**src/rtl/fccr_pkg.sv**
```systemverilog
// Package: constants and types for the flash command configuration registers
package fccr_pkg;
    localparam logic [7:0] CMD_READ_ANY_REG = 8'h65;
    localparam logic [7:0] CMD_WRITE_ANY_REG = 8'h71;
    localparam logic [7:0] CMD_SET_BURST_LEN = 8'hC0;
    localparam logic [7:0] CMD_RESUME_OR_CLR = 8'h30;
    localparam logic [7:0] CMD_LEGACY_RESET = 8'hF0;
    localparam logic [7:0] CMD_RESET_ENABLE = 8'h66;
    localparam logic [7:0] CMD_RESET_EXEC = 8'h99;
    // Register selectors carried with read/write-any commands
    localparam logic [1:0] SEL_CMD_BEH_BOOT = 2'h0;
    localparam logic [1:0] SEL_CMD_BEH_LIVE = 2'h1;
    localparam logic [1:0] SEL_WRAP_BOOT = 2'h2;
    localparam logic [1:0] SEL_WRAP_LIVE = 2'h3;
    // Field positions
    localparam int BIT_BLANK_SKIP = 5;
    localparam int BIT_PROG_WRAP = 4;
    localparam int BIT_SMALL_SECT = 3;
    localparam int BIT_RESUME_SEL = 2;
    localparam int BIT_LEGACY_RST = 0;
    localparam int BIT_WRAP_DIS = 4;
    // Writable masks, reserved bits read zero
    localparam logic [7:0] CMD_BEH_MASK = 8'h3D;
    localparam logic [7:0] CMD_BEH_LIVE_WMASK = 8'h35;
    localparam logic [7:0] WRAP_MASK = 8'hF3;
    // Values after reset
    localparam logic [7:0] CMD_BEH_BOOT_RST = 8'h00;
    localparam logic [7:0] WRAP_BOOT_RST = 8'h10;
    localparam logic [2:0] DRIVE_DEFAULT = 3'h0;
    localparam logic [2:0] DRIVE_DEFAULT_EQ = 3'h3;
    localparam logic [9:0] PAGE_WRAP_256 = 10'h0FF;
    localparam logic [9:0] PAGE_WRAP_512 = 10'h1FF;

    typedef enum logic [1:0] {
        FCCR_ERASE_NOW, FCCR_ERASE_SKIP, FCCR_ERASE_AFTER_CHECK
    } fccr_erase_e;

    typedef struct packed {
        logic valid;
        logic [7:0] opcode;
        logic [1:0] reg_sel;
        logic [7:0] data;
    } fccr_cmd_s;

    typedef struct packed {
        logic blank_check_en;
        logic prog_wrap_512;
        logic small_sect_off;
        logic resume_on_30;
        logic wrap_en;
        logic [1:0] wrap_len;
        logic [2:0] drive_code;
    } fccr_cfg_s;
endpackage : fccr_pkg

```
**src/rtl/fccr_regs.sv**
```systemverilog
// Configuration register bank for command behaviour and burst wrap
// Behaviour
// - Read-any 65h and write-any 71h reach all four configuration registers, boot and live.
// - Live bit 5 enables blank check before erase.
// - Blank check: failed previous erase means erase unconditionally.
// - Good previous erase: erase on first zero found, else skip.
// - Blank check covers parameter, sector and bulk erase.
// - Blank check off: every erase starts immediately.
// - Live bit 4 picks 512- or 256-byte page buffer wrap.
// - 256 mode: loading past location 255 wraps to zero.
// - Live bit 3 read-only: 1 uniform sectors, 0 hybrid 4 KB.
// - Enabled 4 KB sectors overlay top or bottom 32 KB range.
// - Live bit 2: 30h is resume when 1, clear status when 0.
// - Live bit 0 enables F0h software reset, else F0h ignored.
// - 66h followed by 99h always performs software reset.
// - Burst wrap affects main array reads only.
// - Reset copies boot burst-wrap register into live register.
// - Set-burst-length C0h also writes the live burst-wrap register.
// - Boot bits 7:5 drive strength; 000 equals 011.
// - Boot bit 4 is wrap disable, default 1.
// - Wrap applies only to quad I/O and DDR quad I/O reads.
// - Live command-behaviour register loads from boot copy on reset.
// - Each boot bit may be programmed to opposite state once.
`timescale 1ns/100ps
module fccr_regs
    import fccr_pkg::*;
(
    input wire logic sys_clk_in,
    input wire logic rst_in,
    input wire fccr_cmd_s cmd_in,
    output logic [7:0] rd_data_out,
    output logic rd_valid_out,
    output logic sw_reset_out,
    output logic resume_out,
    output logic clear_status_out,
    input wire logic erase_req_in,
    input wire logic prev_erase_ok_in,
    input wire logic zero_found_in,
    input wire logic scan_done_in,
    output logic erase_start_out,
    output logic erase_skip_out,
    output logic scan_req_out,
    input wire logic [9:0] load_addr_in,
    output logic [9:0] load_addr_out,
    input wire logic [1:0] addr_low_sel_in,
    output logic small_sect_top_out,
    input wire logic array_read_in,
    input wire logic quad_read_in,
    output logic wrap_active_out,
    output logic [6:0] wrap_bytes_out,
    output fccr_cfg_s cfg_out
);
    logic [7:0] beh_boot_reg, beh_boot_next;
    logic [7:0] beh_live_reg, beh_live_next;
    logic [7:0] wrap_boot_reg, wrap_boot_next;
    logic [7:0] wrap_live_reg, wrap_live_next;
    logic [7:0] boot_written_reg, boot_written_next;
    logic [7:0] wboot_written_reg, wboot_written_next;
    logic rst_armed_reg, rst_armed_next;
    logic [7:0] rd_data_reg, rd_data_next;
    logic rd_valid_reg, rd_valid_next;
    logic sw_reset_reg, sw_reset_next;
    logic resume_reg, resume_next;
    logic clr_reg, clr_next;
    logic is_rd, is_wr, is_sbl;
    fccr_erase_e er_reg, er_next;
    logic scan_reg, scan_next;
    logic start_reg, start_next;
    logic skip_reg, skip_next;

    assign is_rd = cmd_in.valid && cmd_in.opcode == CMD_READ_ANY_REG;
    assign is_wr = cmd_in.valid && cmd_in.opcode == CMD_WRITE_ANY_REG;
    assign is_sbl = cmd_in.valid && cmd_in.opcode == CMD_SET_BURST_LEN;

    // One-time programming: only bits still at reset default may flip
    function automatic logic [7:0] otp_update(input logic [7:0] cur,
            input logic [7:0] dflt, input logic [7:0] done,
            input logic [7:0] wr, input logic [7:0] mask);
        logic [7:0] change;
        change = (wr ^ cur) & mask & ~done & ~(cur ^ dflt);
        otp_update = cur ^ change;
    endfunction : otp_update

    always_comb begin
        beh_boot_next = beh_boot_reg;
        wrap_boot_next = wrap_boot_reg;
        boot_written_next = boot_written_reg;
        wboot_written_next = wboot_written_reg;
        beh_live_next = beh_live_reg;
        wrap_live_next = wrap_live_reg;
        rst_armed_next = rst_armed_reg;
        rd_data_next = rd_data_reg;
        rd_valid_next = 1'b0;
        sw_reset_next = 1'b0;
        resume_next = 1'b0;
        clr_next = 1'b0;
        if (is_wr) begin
            case (cmd_in.reg_sel)
                SEL_CMD_BEH_BOOT: begin
                    beh_boot_next = otp_update(beh_boot_reg,
                        CMD_BEH_BOOT_RST, boot_written_reg,
                        cmd_in.data, CMD_BEH_MASK);
                    boot_written_next = boot_written_reg |
                        (beh_boot_next ^ beh_boot_reg);
                end
                SEL_CMD_BEH_LIVE: begin
                    // Small-sector bit keeps its live value, copied from boot on reset
                    beh_live_next = (cmd_in.data & CMD_BEH_LIVE_WMASK) |
                        (beh_live_reg & ~CMD_BEH_LIVE_WMASK);
                end
                SEL_WRAP_BOOT: begin
                    wrap_boot_next = otp_update(wrap_boot_reg,
                        WRAP_BOOT_RST, wboot_written_reg,
                        cmd_in.data, WRAP_MASK);
                    wboot_written_next = wboot_written_reg |
                        (wrap_boot_next ^ wrap_boot_reg);
                end
                default: begin
                    wrap_live_next = cmd_in.data & WRAP_MASK;
                end
            endcase
        end
        if (is_sbl) begin
            wrap_live_next = cmd_in.data & WRAP_MASK;
        end
        if (is_rd) begin
            rd_valid_next = 1'b1;
            case (cmd_in.reg_sel)
                SEL_CMD_BEH_BOOT: rd_data_next = beh_boot_reg;
                SEL_CMD_BEH_LIVE: rd_data_next = beh_live_reg;
                SEL_WRAP_BOOT: rd_data_next = wrap_boot_reg;
                default: rd_data_next = wrap_live_reg;
            endcase
        end
        if (cmd_in.valid) begin
            rst_armed_next = cmd_in.opcode == CMD_RESET_ENABLE;
            if (cmd_in.opcode == CMD_RESET_EXEC && rst_armed_reg) begin
                sw_reset_next = 1'b1;
            end
            if (cmd_in.opcode == CMD_LEGACY_RESET &&
                    beh_live_reg[BIT_LEGACY_RST]) begin
                sw_reset_next = 1'b1;
            end
            if (cmd_in.opcode == CMD_RESUME_OR_CLR) begin
                resume_next = beh_live_reg[BIT_RESUME_SEL];
                clr_next = ~beh_live_reg[BIT_RESUME_SEL];
            end
        end
        if (sw_reset_reg) begin
            beh_live_next = beh_boot_reg;
            wrap_live_next = wrap_boot_reg;
            rst_armed_next = 1'b0;
        end
    end

    always_ff @(posedge sys_clk_in) begin
        if (rst_in) begin
            beh_boot_reg <= CMD_BEH_BOOT_RST;
            wrap_boot_reg <= WRAP_BOOT_RST;
            boot_written_reg <= 8'h00;
            wboot_written_reg <= 8'h00;
            beh_live_reg <= CMD_BEH_BOOT_RST;
            wrap_live_reg <= WRAP_BOOT_RST;
            rst_armed_reg <= 1'b0;
            rd_data_reg <= 8'h00;
            rd_valid_reg <= 1'b0;
            sw_reset_reg <= 1'b0;
            resume_reg <= 1'b0;
            clr_reg <= 1'b0;
        end else begin
            beh_boot_reg <= beh_boot_next;
            wrap_boot_reg <= wrap_boot_next;
            boot_written_reg <= boot_written_next;
            wboot_written_reg <= wboot_written_next;
            beh_live_reg <= beh_live_next;
            wrap_live_reg <= wrap_live_next;
            rst_armed_reg <= rst_armed_next;
            rd_data_reg <= rd_data_next;
            rd_valid_reg <= rd_valid_next;
            sw_reset_reg <= sw_reset_next;
            resume_reg <= resume_next;
            clr_reg <= clr_next;
        end
    end

    // Erase sequencing with optional blank check
    always_comb begin
        er_next = er_reg;
        scan_next = 1'b0;
        start_next = 1'b0;
        skip_next = 1'b0;
        case (er_reg)
            FCCR_ERASE_NOW: begin
                if (erase_req_in) begin
                    if (!beh_live_reg[BIT_BLANK_SKIP] || !prev_erase_ok_in)
                    begin
                        start_next = 1'b1;
                    end else begin
                        scan_next = 1'b1;
                        er_next = FCCR_ERASE_AFTER_CHECK;
                    end
                end
            end
            FCCR_ERASE_AFTER_CHECK: begin
                scan_next = 1'b1;
                if (zero_found_in) begin
                    start_next = 1'b1;
                    scan_next = 1'b0;
                    er_next = FCCR_ERASE_NOW;
                end else if (scan_done_in) begin
                    skip_next = 1'b1;
                    scan_next = 1'b0;
                    er_next = FCCR_ERASE_NOW;
                end
            end
            default: er_next = FCCR_ERASE_NOW;
        endcase
    end

    always_ff @(posedge sys_clk_in) begin
        if (rst_in || sw_reset_reg) begin
            er_reg <= FCCR_ERASE_NOW;
            scan_reg <= 1'b0;
            start_reg <= 1'b0;
            skip_reg <= 1'b0;
        end else begin
            er_reg <= er_next;
            scan_reg <= scan_next;
            start_reg <= start_next;
            skip_reg <= skip_next;
        end
    end

    assign rd_data_out = rd_data_reg;
    assign rd_valid_out = rd_valid_reg;
    assign sw_reset_out = sw_reset_reg;
    assign resume_out = resume_reg;
    assign clear_status_out = clr_reg;
    assign erase_start_out = start_reg;
    assign erase_skip_out = skip_reg;
    assign scan_req_out = scan_reg;

    // Page buffer load address wrap
    assign load_addr_out = load_addr_in & (beh_live_reg[BIT_PROG_WRAP] ?
        PAGE_WRAP_512 : PAGE_WRAP_256);

    // Parameter sector overlay: top when selected, absent when disabled
    assign small_sect_top_out = ~beh_live_reg[BIT_SMALL_SECT] &
        addr_low_sel_in[0];

    // Burst wrap applies to quad array reads only
    assign wrap_active_out = ~wrap_live_reg[BIT_WRAP_DIS] & array_read_in &
        quad_read_in;
    assign wrap_bytes_out = 7'h08 << wrap_live_reg[1:0];

    always_comb begin
        cfg_out.blank_check_en = beh_live_reg[BIT_BLANK_SKIP];
        cfg_out.prog_wrap_512 = beh_live_reg[BIT_PROG_WRAP];
        cfg_out.small_sect_off = beh_live_reg[BIT_SMALL_SECT];
        cfg_out.resume_on_30 = beh_live_reg[BIT_RESUME_SEL];
        cfg_out.wrap_en = ~wrap_live_reg[BIT_WRAP_DIS];
        cfg_out.wrap_len = wrap_live_reg[1:0];
        // Default code drives like the middle setting
        cfg_out.drive_code = (wrap_live_reg[7:5] == DRIVE_DEFAULT) ?
            DRIVE_DEFAULT_EQ : wrap_live_reg[7:5];
    end

    reset_copy_a: assert property (@(posedge sys_clk_in) disable iff (rst_in)
        sw_reset_reg |=> wrap_live_reg == $past(wrap_boot_reg))
        else $error("live wrap not reloaded");
    beh_copy_a: assert property (@(posedge sys_clk_in) disable iff (rst_in)
        sw_reset_reg |=> beh_live_reg == $past(beh_boot_reg))
        else $error("live behaviour not reloaded");
    seq_reset_a: assert property (@(posedge sys_clk_in) disable iff (rst_in)
        (is_wr == 0 && cmd_in.valid && cmd_in.opcode == CMD_RESET_ENABLE)
        ##1 (cmd_in.valid && cmd_in.opcode == CMD_RESET_EXEC) |=> sw_reset_reg)
        else $error("66h 99h reset missed");
    legacy_rst_a: assert property (@(posedge sys_clk_in) disable iff (rst_in)
        (cmd_in.valid && cmd_in.opcode == CMD_LEGACY_RESET)
        |=> sw_reset_reg == $past(beh_live_reg[BIT_LEGACY_RST]) ||
            $past(rst_armed_reg))
        else $error("F0h handling wrong");
    resume_sel_a: assert property (@(posedge sys_clk_in) disable iff (rst_in)
        (cmd_in.valid && cmd_in.opcode == CMD_RESUME_OR_CLR)
        |=> resume_reg == $past(beh_live_reg[BIT_RESUME_SEL]) &&
            clr_reg != resume_reg)
        else $error("30h decode wrong");
    no_check_a: assert property (@(posedge sys_clk_in) disable iff (rst_in)
        (er_reg == FCCR_ERASE_NOW && erase_req_in &&
         !beh_live_reg[BIT_BLANK_SKIP] && !sw_reset_reg)
        |=> start_reg && !scan_reg)
        else $error("erase not immediate");
    rd_answer_a: assert property (@(posedge sys_clk_in) disable iff (rst_in)
        is_rd |=> rd_valid_reg ##1 !rd_valid_reg || $past(is_rd))
        else $error("read answer missing");
    reserved_a: assert property (@(posedge sys_clk_in) disable iff (rst_in)
        (beh_live_reg & ~CMD_BEH_MASK) == 8'h00 &&
        (wrap_live_reg & ~WRAP_MASK) == 8'h00)
        else $error("reserved bit set");
    wrap256_a: assert property (@(posedge sys_clk_in) disable iff (rst_in)
        !beh_live_reg[BIT_PROG_WRAP] |-> load_addr_out[9:8] == 2'b00)
        else $error("page wrap 256 broken");
endmodule : fccr_regs

```
**config.mk**
```make
export PLATFORM = sky130hd
export DESIGN_NAME = fccr_regs
export DESIGN_NICKNAME = d
export VERILOG_FILES = /design/src/rtl/fccr_pkg.sv /design/src/rtl/fccr_regs.sv
export SDC_FILE = /design/constraint.sdc
export NUM_CORES = 1
export LEC_CHECK = 0
export ABC_AREA = 1
export BUFFER_PORTS_ARGS = -buffer_cell sky130_fd_sc_hd__buf_2
export CAP_MARGIN = 20
export CORE_ASPECT_RATIO = 1.2
export CORE_MARGIN = 1
export CORE_UTILIZATION = 25
export DETAILED_ROUTE_END_ITERATION = 16
export GPL_TIMING_DRIVEN = 0
export MAX_ROUTING_LAYER = met4
export PLACE_DENSITY = 0.43
export SYNTH_ARGS = -nofsm -noshare
export SYNTH_HDL_FRONTEND = slang
export SYNTH_SLANG_ARGS = --single-unit
```
**constraint.sdc**
```tcl
create_clock -name sys_clk_in -period 1.15 [get_ports sys_clk_in]
set_input_delay 0.1725 -clock sys_clk_in [delete_from_list [all_inputs] [get_ports sys_clk_in]]
set_output_delay 0.1725 -clock sys_clk_in [all_outputs]
set_load 0.01 [all_outputs]
```
==> results of run 1 <==
kinds of logic (layout without fill, tap and decap cells):
group | Yosys count | count (layout) | share of synthesized area
other | 1 | 4 | 0.00149
AND/OR/NAND/NOR | 158 | 158 | 0.293
AO/OA/AOI/OAI | 76 | 76 | 0.156
buffers and inverters | 80 | 156 | 0.151
flip-flops | 50 | 50 | 0.398
power breakdown:
part | switching (mW) | leakage (nW) | internal (mW)
sequential | 0.00150 | 0.406 | 1.73
combinational | 0.190 | 0.988 | 0.115
clock | 0.664 | 0.0760 | 1.03
worst max-delay path by stage:
stage,start,end,depth (start not counted)
after detailed placement,sw_reset_out$_SDFF_PP0_,beh_live_reg[5]$_SDFFE_PP0P_,5
after floorplan,sw_reset_out$_SDFF_PP0_,wrap_live_reg[5]$_SDFFE_PP0P_,6
after CTS,beh_live_reg[5]$_SDFFE_PP0P_,cfg_out[9],2
final,sw_reset_out$_SDFF_PP0_,sw_reset_out,2
after global routing,wrap_live_reg[0]$_SDFFE_PP0P_,wrap_bytes_out[4],3
after global placement,sw_reset_out$_SDFF_PP0_,beh_live_reg[5]$_SDFFE_PP0P_,5
cells in the mapped netlist:
| cell type | count | area share |
|---|---|---|
| nor3_2 | 2 | 0.0080 |
| nor2_1 | 39 | 0.058 |
| buf_4 | 18 | 0.054 |
| a21oi_1 | 45 | 0.090 |
| conb_1 | 1 | 0.0015 |
| nand4_1 | 5 | 0.012 |
| nand3_2 | 5 | 0.020 |
| dfxtp_1 | 50 | 0.40 |
| nand2_2 | 1 | 0.0025 |
| nand2_1 | 65 | 0.097 |
| o221ai_1 | 2 | 0.0070 |
| nor2_4 | 4 | 0.018 |
| nor3_1 | 4 | 0.0080 |
| inv_2 | 2 | 0.0030 |
| clkinv_2 | 1 | 0.0020 |
| o22ai_1 | 4 | 0.0099 |
| inv_1 | 49 | 0.073 |
| nor4_1 | 2 | 0.0050 |
| o21ai_0 | 25 | 0.050 |
| nand3_1 | 30 | 0.060 |
| nand2_4 | 1 | 0.0045 |
| buf_6 | 1 | 0.0045 |
| clkbuf_1 | 6 | 0.0090 |
| buf_2 | 3 | 0.0060 |
what timing repair did:
action,CTS,global route
buffers inserted,0,1
pin swaps,0,1
resized for setup,10,26
endpoints found under the setup margin,18,32
layer usage:
metal / vias to the layer above / wire length, um / global-route usage / share of wire
li1: 1317 / - / - / -
met1: 1110 / 3030 / 0.171 / 0.45
met2: 57 / 3250 / 0.232 / 0.48
met3: 11 / 316 / 0.0260 / 0.047
met4: 0 / 128 / 0.0462 / 0.019
met5: - / 0 / - / 0
placed cells by master, fill, tap and decap left out, types with 2 or more instances in the layout:
cell / instances
buf_2: 67
nand2_1: 64
inv_1: 45
dfxtp_1: 45
a21oi_1: 44
nor2_1: 38
nand3_1: 30
buf_4: 22
o21ai_0: 19
o21ai_1: 6
inv_2: 6
nand4_1: 5
clkbuf_16: 5
clkbuf_1: 4
nor2_4: 4
nand3_2: 4
o22ai_1: 4
nor3_1: 4
conb_1: 4
dfxtp_4: 3
nand2_2: 2
buf_6: 2
o221ai_1: 2
dfxtp_2: 2
clkinvlp_4: 2
worst register-to-register path: stages, from the launching register on:
cell and delay [ns]:
dfxtp_4 0.37, inv_2 0.07, buf_6 0.13, nand2_1 0.07, o21ai_1 0.12, nand2_1 0.08, a21oi_1 0.12
per-stage QoR:
step / cell area [um^2] / hold WS [ns]
after floorplan: 2530 / 0.250
after global placement: 3020 / 0.358
after detailed placement: 3020 / 0.363
after CTS: 3200 / 0.0543
after global routing: 3250 / 0.0845
final: 3250 / 0.0688
area by class of cell:
type / count / area, um^2 / share of cell area
buffer: 28 / 200 / 0.0616
tap: 123 / 154 / 0.0473
inverter: 52 / 196 / 0.0604
multi-input combinational: 238 / 1170 / 0.361
clock buffer: 5 / 125 / 0.0385
clock inverter: 3 / 45.0 / 0.0139
sequential: 50 / 1010 / 0.312
timing repair buffer: 68 / 343 / 0.105
==> flow_metrics.env, run 1 <==
export IMPL_hold_start="zero_found_in"
export IMPL_crit_family="flip-flops"
export IMPL_min_path_cells=2
export IMPL_final_cells=567
export IMPL_finalSetupViolations=0
export IMPL_start_util=0.260
export IMPL_fin_nets=482
export IMPL_tightest_slew_ns=0.583
export IMPL_cts_sinks=50
export IMPL_hold_viol=0
export IMPL_core_mm2=0.00966
export IMPL_clockBufferDepth=2
export IMPL_fillCellCount=1071
export IMPL_grt_setup_unrepaired="yes"
export IMPL_power_density_mw_per_mm2=1150
export IMPL_post_place_ws_ns=-0.250
export IMPL_clock_skew_final_ns=0.00479
export IMPL_tritoncts="done"
export IMPL_routed_via_count=2495
export IMPL_critPathKind="reg -> out"
export IMPL_irDropWorstVdd_v=0.000483
export IMPL_timing_rr_start="sw_reset_out$_SDFF_PP0_"
export IMPL_synth_area_mm2=0.00251
export IMPL_dp_hpwl_mm=5.36
export IMPL_layout_drive_gt1_share=0.291
export IMPL_ys_ff_latch=50
export IMPL_routabilityCongestion=0.819
export IMPL_ant_nets=0
export IMPL_grt_usage=0.140
export IMPL_critPathLaunchType="flop"
export IMPL_htreeDepth=2
export IMPL_max_slew_margin_rel=0.612
export IMPL_wl_per_cell_um=11.9
export IMPL_grt_pass1_vias=2417
export IMPL_p_leak_nw=1.47
export IMPL_whs_endpoint="erase_skip_out$_SDFF_PP0_"
export IMPL_path_buf_inv=2
export IMPL_io_pins=83
export IMPL_grt_first_pass_wirelength_mm=11.2
export IMPL_drv_cap=0
export IMPL_largest_register_ffs=8
export IMPL_postSynthCellCount=365
export IMPL_grt_max_degree=17
export IMPL_total_power_mw=3.72
export IMPL_drtIter0Drc=100
export IMPL_slowest_stage="dfxtp_4"
export IMPL_die_area_mm2=0.0105
export IMPL_rows=39
export IMPL_yosys_warnings=0
export IMPL_die_h_um=112
export IMPL_crit_arrival_ns=0.93
export IMPL_gr_total_overflow=0
export IMPL_dp_cells=558
export IMPL_antenna_found_initial=0
export IMPL_clock_latency_ns=0.29
export IMPL_cpPeakStageDelay_ns=0.37
export IMPL_setup_ws_ns=0.0500
export IMPL_path_cells="buf_4 > buf_2"
export IMPL_crit_path_end_kind="output port"
export IMPL_hold_class="in -> reg"
export IMPL_timing_rr_end="beh_live_reg[5]$_SDFFE_PP0P_"
export IMPL_clock_root_buffer="clkbuf_16"
export IMPL_fmax_ghz=0.909
export IMPL_synth_seq_area_share=0.398
export IMPL_port_buffers=67
export IMPL_slew_violations=0
export IMPL_layout_min_cycle_time_ns=1.10
export IMPL_final_util=0.337
export IMPL_worstPathMaxFanout=6
export IMPL_worstPathRequired_ns=0.98
export IMPL_r2r_slack_ns=0.11
export IMPL_drc=0
export IMPL_fp_dieW_um=93.6
export IMPL_diodes=0
export IMPL_cts_made_buffers=5
export IMPL_wl_mm=6.73
export IMPL_clkTransAtPathRegs_ns=0.07
export IMPL_cts_hold_buf=0
export IMPL_syn_area_per_cell_um2=6.89
export IMPL_areaGrowthSynthToFinish_pct=29.3
export IMPL_setup_tns_ns=0
export IMPL_status="finished clean"
export IMPL_viasPerCell=4.40
export IMPL_period_share=0.957
export IMPL_r2r_cells=6
export IMPL_synth_cell_types=24
export IMPL_first_pass_iters=4
(Power assumes the default switching activity.)
==> inputs of run 2 (changes only) <==
Settings changed: BUFFER_PORTS_ARGS -buffer_cell sky130_fd_sc_hd__buf_2 to -buffer_cell sky130_fd_sc_hd__buf_4.
==> run 2 against run 1 <==
Effect of this change: first-iteration DRC count fell by 3.0%; maximum frequency is 0.29% lower; count of clock-buffer cells in the layout stayed put; non-clock buffer count is the same; core utilization increased by 1.4 points; highest routed layer unchanged; clock skew up 0.0014 ns.
==> flow_metrics.env, run 2 (same netlist as run 1, synthesis figures left out) <==
export IMPL_routed_via_count=2486
export IMPL_cp_depth=2
export IMPL_largest_register_ffs=8
export IMPL_drtIter0Drc=97
export IMPL_core_mm2=0.00966
export IMPL_tightest_slew_ns=0.572
export IMPL_worstPathRequired_ns=0.98
export IMPL_crit_family="flip-flops"
export IMPL_final_cells=568
export IMPL_crit_path_start="sw_reset_out$_SDFF_PP0_"
export IMPL_hold_viol=0
export IMPL_fin_nets=483
export IMPL_placed_cell_area_mm2=0.00318
export IMPL_final_cell_mix="buf_4 (86), nand2_1 (64), inv_1 (47)"
export IMPL_whs_endpoint="erase_skip_out$_SDFF_PP0_"
export IMPL_hold_class="in -> reg"
export IMPL_layout_drive_gt1_share=0.285
export IMPL_grt_setup_unrepaired="yes"
export IMPL_crit_arrival_ns=0.93
export IMPL_drv_cap=0
export IMPL_clkTransAtPathRegs_ns=0.07
export IMPL_grt_usage=0.138
export IMPL_p_leak_nw=1.49
export IMPL_cts_sinks=50
export IMPL_critPathLaunchType="flop"
export IMPL_r2r_cells=6
export IMPL_dp_hpwl_mm=5.48
export IMPL_max_slew_margin_rel=0.619
export IMPL_dp_cells=558
export IMPL_viasPerCell=4.38
export IMPL_cts_hold_buf=0
export IMPL_period_share=0.959
export IMPL_timing_rr_end="beh_live_reg[5]$_SDFFE_PP0P_"
export IMPL_final_common_cell="buf_4"
export IMPL_power_density_mw_per_mm2=1050
export IMPL_wl_per_cell_um=12.2
export IMPL_finalSetupViolations=0
export IMPL_die_area_mm2=0.0105
export IMPL_grt_pass1_vias=2267
export IMPL_routabilityCongestion=0.818
export IMPL_crit_path_end_kind="output port"
export IMPL_cts_made_buffers=5
export IMPL_fp_dieW_um=93.6
export IMPL_ant_nets=0
export IMPL_layout_min_cycle_time_ns=1.10
export IMPL_fmax_ghz=0.906
export IMPL_first_pass_iters=4
export IMPL_stdcell_area_mm2=0.00339
export IMPL_port_buffers=67
export IMPL_clockBufferDepth=2
export IMPL_setup_tns_ns=0
export IMPL_fillCellCount=1068
export IMPL_grt_first_pass_wirelength_mm=11.0
export IMPL_r2r_slack_ns=0.06
export IMPL_diodes=0
export IMPL_path_cells="buf_4 > buf_4"
export IMPL_irDropWorstVdd_v=0.000777
export IMPL_io_pins=83
export IMPL_die_h_um=112
export IMPL_clock_root_buffer="clkbuf_16"
export IMPL_worstPathMaxFanout=5
export IMPL_status="finished clean"
export IMPL_antenna_found_initial=0
export IMPL_slew_violations=0
export IMPL_gr_total_overflow=0
export IMPL_final_util=0.351
export IMPL_timing_rr_start="sw_reset_out$_SDFF_PP0_"
export IMPL_critPathKind="reg -> out"
export IMPL_htreeDepth=2
export IMPL_cpMostUsedCell="buf_4"
export IMPL_min_path_cells=2
export IMPL_path_buf_inv=2
export IMPL_clock_skew_final_ns=0.00623
export IMPL_grt_max_degree=18
export IMPL_tritoncts="done"
export IMPL_hold_start="zero_found_in"
export IMPL_rows=39
export IMPL_cpPeakStageDelay_ns=0.37
export IMPL_start_util=0.260
export IMPL_areaGrowthSynthToFinish_pct=34.8
export IMPL_clock_latency_ns=0.29
export IMPL_slowest_stage="dfxtp_4"
export IMPL_drc=0
export IMPL_wl_mm=6.91
## run 2: cell type report
cell class / count / area, um^2 / area share
Inverter: 52 / 196 / 0.0579
Clock inverter: 3 / 23.8 / 0.00701
Sequential cell: 50 / 1010 / 0.299
Clock buffer: 5 / 125 / 0.0369
Multi-Input combinational cell: 239 / 1170 / 0.346
Tap cell: 123 / 154 / 0.0454
Buffer: 28 / 194 / 0.0572
Timing Repair Buffer: 68 / 510 / 0.151
## run 2: repair_timing
item,CTS,global route
cloned,0,1
resized for setup,11,14
setup endpoints to repair,17,21
pin swaps,0,2
buffers inserted,0,1
endpoints found under the hold margin,0,0
## run 2: stage by stage
stage,setup slack (ns),hold slack (ns),power (mW)
4_1_cts,0.00806,0.0549,3.63
2_1_floorplan,0.0379,0.250,1.95
6_report,0.0468,0.0613,3.56
3_3_place_gp,-0.247,0.352,2.11
3_5_place_dp,-0.249,0.363,2.11
5_1_grt,-0.0185,0.0544,3.75
## run 2: how the worst max path moves through the flow
stage,end,slack (ns)
after global placement,beh_live_reg[5]$_SDFFE_PP0P_,-0.25
final,sw_reset_out,0.05
after detailed placement,rd_data_out[1]$_SDFFE_PP0P_,-0.25
after floorplan,wrap_live_reg[5]$_SDFFE_PP0P_,0.04
after CTS,wrap_bytes_out[4],0.008
after global routing,wrap_bytes_out[4],-0.02
## run 2: metal layers
metal,track usage,share of wire,wire (um),vias up
li1,-,-,-,1322
met1,0.179,0.47,3220,1102
met2,0.218,0.47,3260,57
met3,0.0246,0.049,338,5
met4,0.0400,0.013,89,0
met5,-,0,0,-
## run 2: worst register-to-register path, cell delays in order, from the launching register on
cell and delay (ns):
dfxtp_4 0.37, inv_1 0.08, clkbuf_4 0.19, nand2_1 0.08
o21ai_1 0.11, nand2_1 0.08, a21oi_1 0.11
## run 2: report_power, final
group          internal, mW  leakage (nW)  switching (mW)
registers              1.73         0.406         0.00187
clock network         0.814        0.0664           0.673
logic                 0.151          1.02           0.193
total                  2.69          1.49           0.868
==> inputs of run 3 (changes only) <==
Settings changed: GPL_TIMING_DRIVEN 0 to not set, RECOVER_POWER set to 50.
==> run 3 against run 2 <==
Effect of this change: setup slack better by 0.016 ns; combinational power is 5% lower; first-iteration DRC count is 16% higher; critical path depth is 1 higher; maximum frequency is 1.5% higher; global-route usage is 0.054 points higher; count of clock-buffer cells in the layout is 1 higher; final area is 2.7% lower.
==> flow_metrics.env, run 3 (same netlist as run 1, synthesis figures left out) <==
export IMPL_grt_first_pass_wirelength_mm=11.2
export IMPL_grt_pass1_vias=2406
export IMPL_period_share=0.945
export IMPL_power_density_mw_per_mm2=1060
export IMPL_dr_wl_met2_mm=3.15
export IMPL_cts_sinks=50
export IMPL_drc=0
export IMPL_layout_min_cycle_time_ns=1.09
export IMPL_wl_met3_um=295
export IMPL_largest_register_ffs=8
export IMPL_path_cells="inv_2 > nor2_1 > buf_4"
export IMPL_worstPathRequired_ns=0.98
export IMPL_routabilityCongestion=0.816
export IMPL_port_buffers=60
export IMPL_first_pass_iters=4
export IMPL_crit_path_end_kind="output port"
export IMPL_timing_rr_start="sw_reset_out$_SDFF_PP0_"
export IMPL_placed_cell_area_mm2=0.00320
export IMPL_slew_violations=0
export IMPL_r2r_slack_ns=0.08
export IMPL_final_common_cell="buf_4"
export IMPL_p_leak_nw=1.41
export IMPL_tritoncts="done"
export IMPL_start_util=0.260
export IMPL_cts_hold_buf=0
export IMPL_seqPwrFrac=0.497
export IMPL_grt_usage=0.138
export IMPL_seq_area_mm2=0.00101
export IMPL_areaGrowthSynthToFinish_pct=31.2
export IMPL_total_power_mw=3.49
export IMPL_critPathKind="reg -> out"
export IMPL_r2r_cells=6
export IMPL_die_area_mm2=0.0105
export IMPL_routed_via_count=2441
export IMPL_fmax_ghz=0.920
export IMPL_die_h_um=112
export IMPL_power_switching_share=0.219
export IMPL_fillCellCount=1083
export IMPL_pwr_share_comb=0.094
export IMPL_path_buf_inv=2
export IMPL_critPathLaunchType="flop"
export IMPL_multi_input_area_mm2=0.00116
export IMPL_gr_total_overflow=0
export IMPL_drtIter0Drc=113
export IMPL_netSwitchingPower_mw=0.765
export IMPL_slowest_stage="dfxtp_4"
export IMPL_hold_class="in -> reg"
export IMPL_stdcell_area_mm2=0.00330
export IMPL_setup_tns_ns=0
export IMPL_viasPerCell=4.36
export IMPL_dp_hpwl_mm=5.33
export IMPL_htreeDepth=2
export IMPL_drv_cap=0
export IMPL_cts_made_buffers=5
export IMPL_fp_dieW_um=93.6
export IMPL_diodes=0
export IMPL_wl_met1_mm=3.13
export IMPL_crit_family="flip-flops"
export IMPL_p_clk_frac=0.409
export IMPL_timing_rr_end="wrap_live_reg[5]$_SDFFE_PP0P_"
export IMPL_cpPeakStageDelay_ns=0.37
export IMPL_grt_setup_unrepaired="yes"
export IMPL_hold_viol=0
export IMPL_wl_per_cell_um=11.9
export IMPL_crit_arrival_ns=0.91
export IMPL_antenna_found_initial=0
export IMPL_critPathCapture="wrap_bytes_out[5]"
export IMPL_io_pins=83
export IMPL_fin_nets=477
export IMPL_cellInternalPower_mw=2.72
export IMPL_clock_latency_ns=0.29
export IMPL_crit_path_start="wrap_live_reg[1]$_SDFFE_PP0P_"
export IMPL_highest_layer="met4"
export IMPL_wl_mm=6.66
export IMPL_clockBufferDepth=2
export IMPL_status="finished clean"
export IMPL_grt_max_degree=27
export IMPL_final_cell_mix="buf_4 (70), nand2_1 (65), dfxtp_1 (47)"
export IMPL_irDropWorstVdd_v=0.000472
export IMPL_core_mm2=0.00966
export IMPL_clock_skew_final_ns=0.00662
export IMPL_finalSetupViolations=0
export IMPL_clkTransAtPathRegs_ns=0.06
export IMPL_layout_drive_gt1_share=0.238
export IMPL_rows=39
export IMPL_clock_root_buffer="clkbuf_16"
export IMPL_ant_nets=0
export IMPL_worstPathMaxFanout=5
export IMPL_cp_depth=3
-- run 3: changes by cell type in the layout (fill, tap and decap cells not counted), sizes merged --
cell and delta:
nor2 -1, buf -16, clkbuf +12, clkinvlp -2, inv -1
-- run 3: cell type report --
type	count	share of cell area
Inverter	52	0.0595
Tap cell	123	0.0466
Multi-Input combinational cell	238	0.351
Sequential cell	50	0.306
Clock buffer	6	0.0421
Timing Repair Buffer	91	0.195
-- run 3: routing by layer --
metal	vias up	global-route usage
met5	-	-
met4	0	0.0379
met3	6	0.0253
met2	43	0.226
met1	1093	0.174
li1	1299	-
-- run 3: stage by stage --
stage	setup slack [ns]	instances	hold slack, ns	util
2_1_floorplan	0.0379	368	0.250	-
3_3_place_gp	-0.159	553	0.345	0.331
3_5_place_dp	-0.205	553	0.345	0.331
4_1_cts	0.00854	559	0.0573	0.346
5_1_grt	-0.0103	560	0.0644	0.342
6_report	0.0630	560	0.0632	0.342
-- run 3: repair_timing --
| action | 4_1_cts | 5_1_grt |
|---|---|---|
| gates resized for setup | 2 | 15 |
| buffers inserted | 0 | 1 |
| pin swaps | 0 | 2 |
| setup endpoints to repair | 2 | 9 |
-- run 3: power by group through the flow --
| stage | combinational (mW) | clock, mW | sequential [mW] |
|---|---|---|---|
| after detailed placement | 0.332 | 0 | 1.78 |
| final | 0.327 | 1.43 | 1.73 |
| after global placement | 0.332 | 0 | 1.78 |
| after floorplan | 0.168 | 0 | 1.78 |
| after CTS | 0.333 | 1.48 | 1.74 |
| after global routing | 0.369 | 1.54 | 1.73 |
-- run 3: worst min-delay path by stage --
stage	start	endpoint	slack, ns	cells after the start
2_1_floorplan	zero_found_in	erase_skip_out$_SDFF_PP0_	0.25	1
3_3_place_gp	load_addr_in[1]	load_addr_out[1]	0.35	0
3_5_place_dp	load_addr_in[1]	load_addr_out[1]	0.35	0
4_1_cts	zero_found_in	erase_skip_out$_SDFF_PP0_	0.06	2
5_1_grt	zero_found_in	erase_skip_out$_SDFF_PP0_	0.06	2
6_report	zero_found_in	erase_skip_out$_SDFF_PP0_	0.06	2
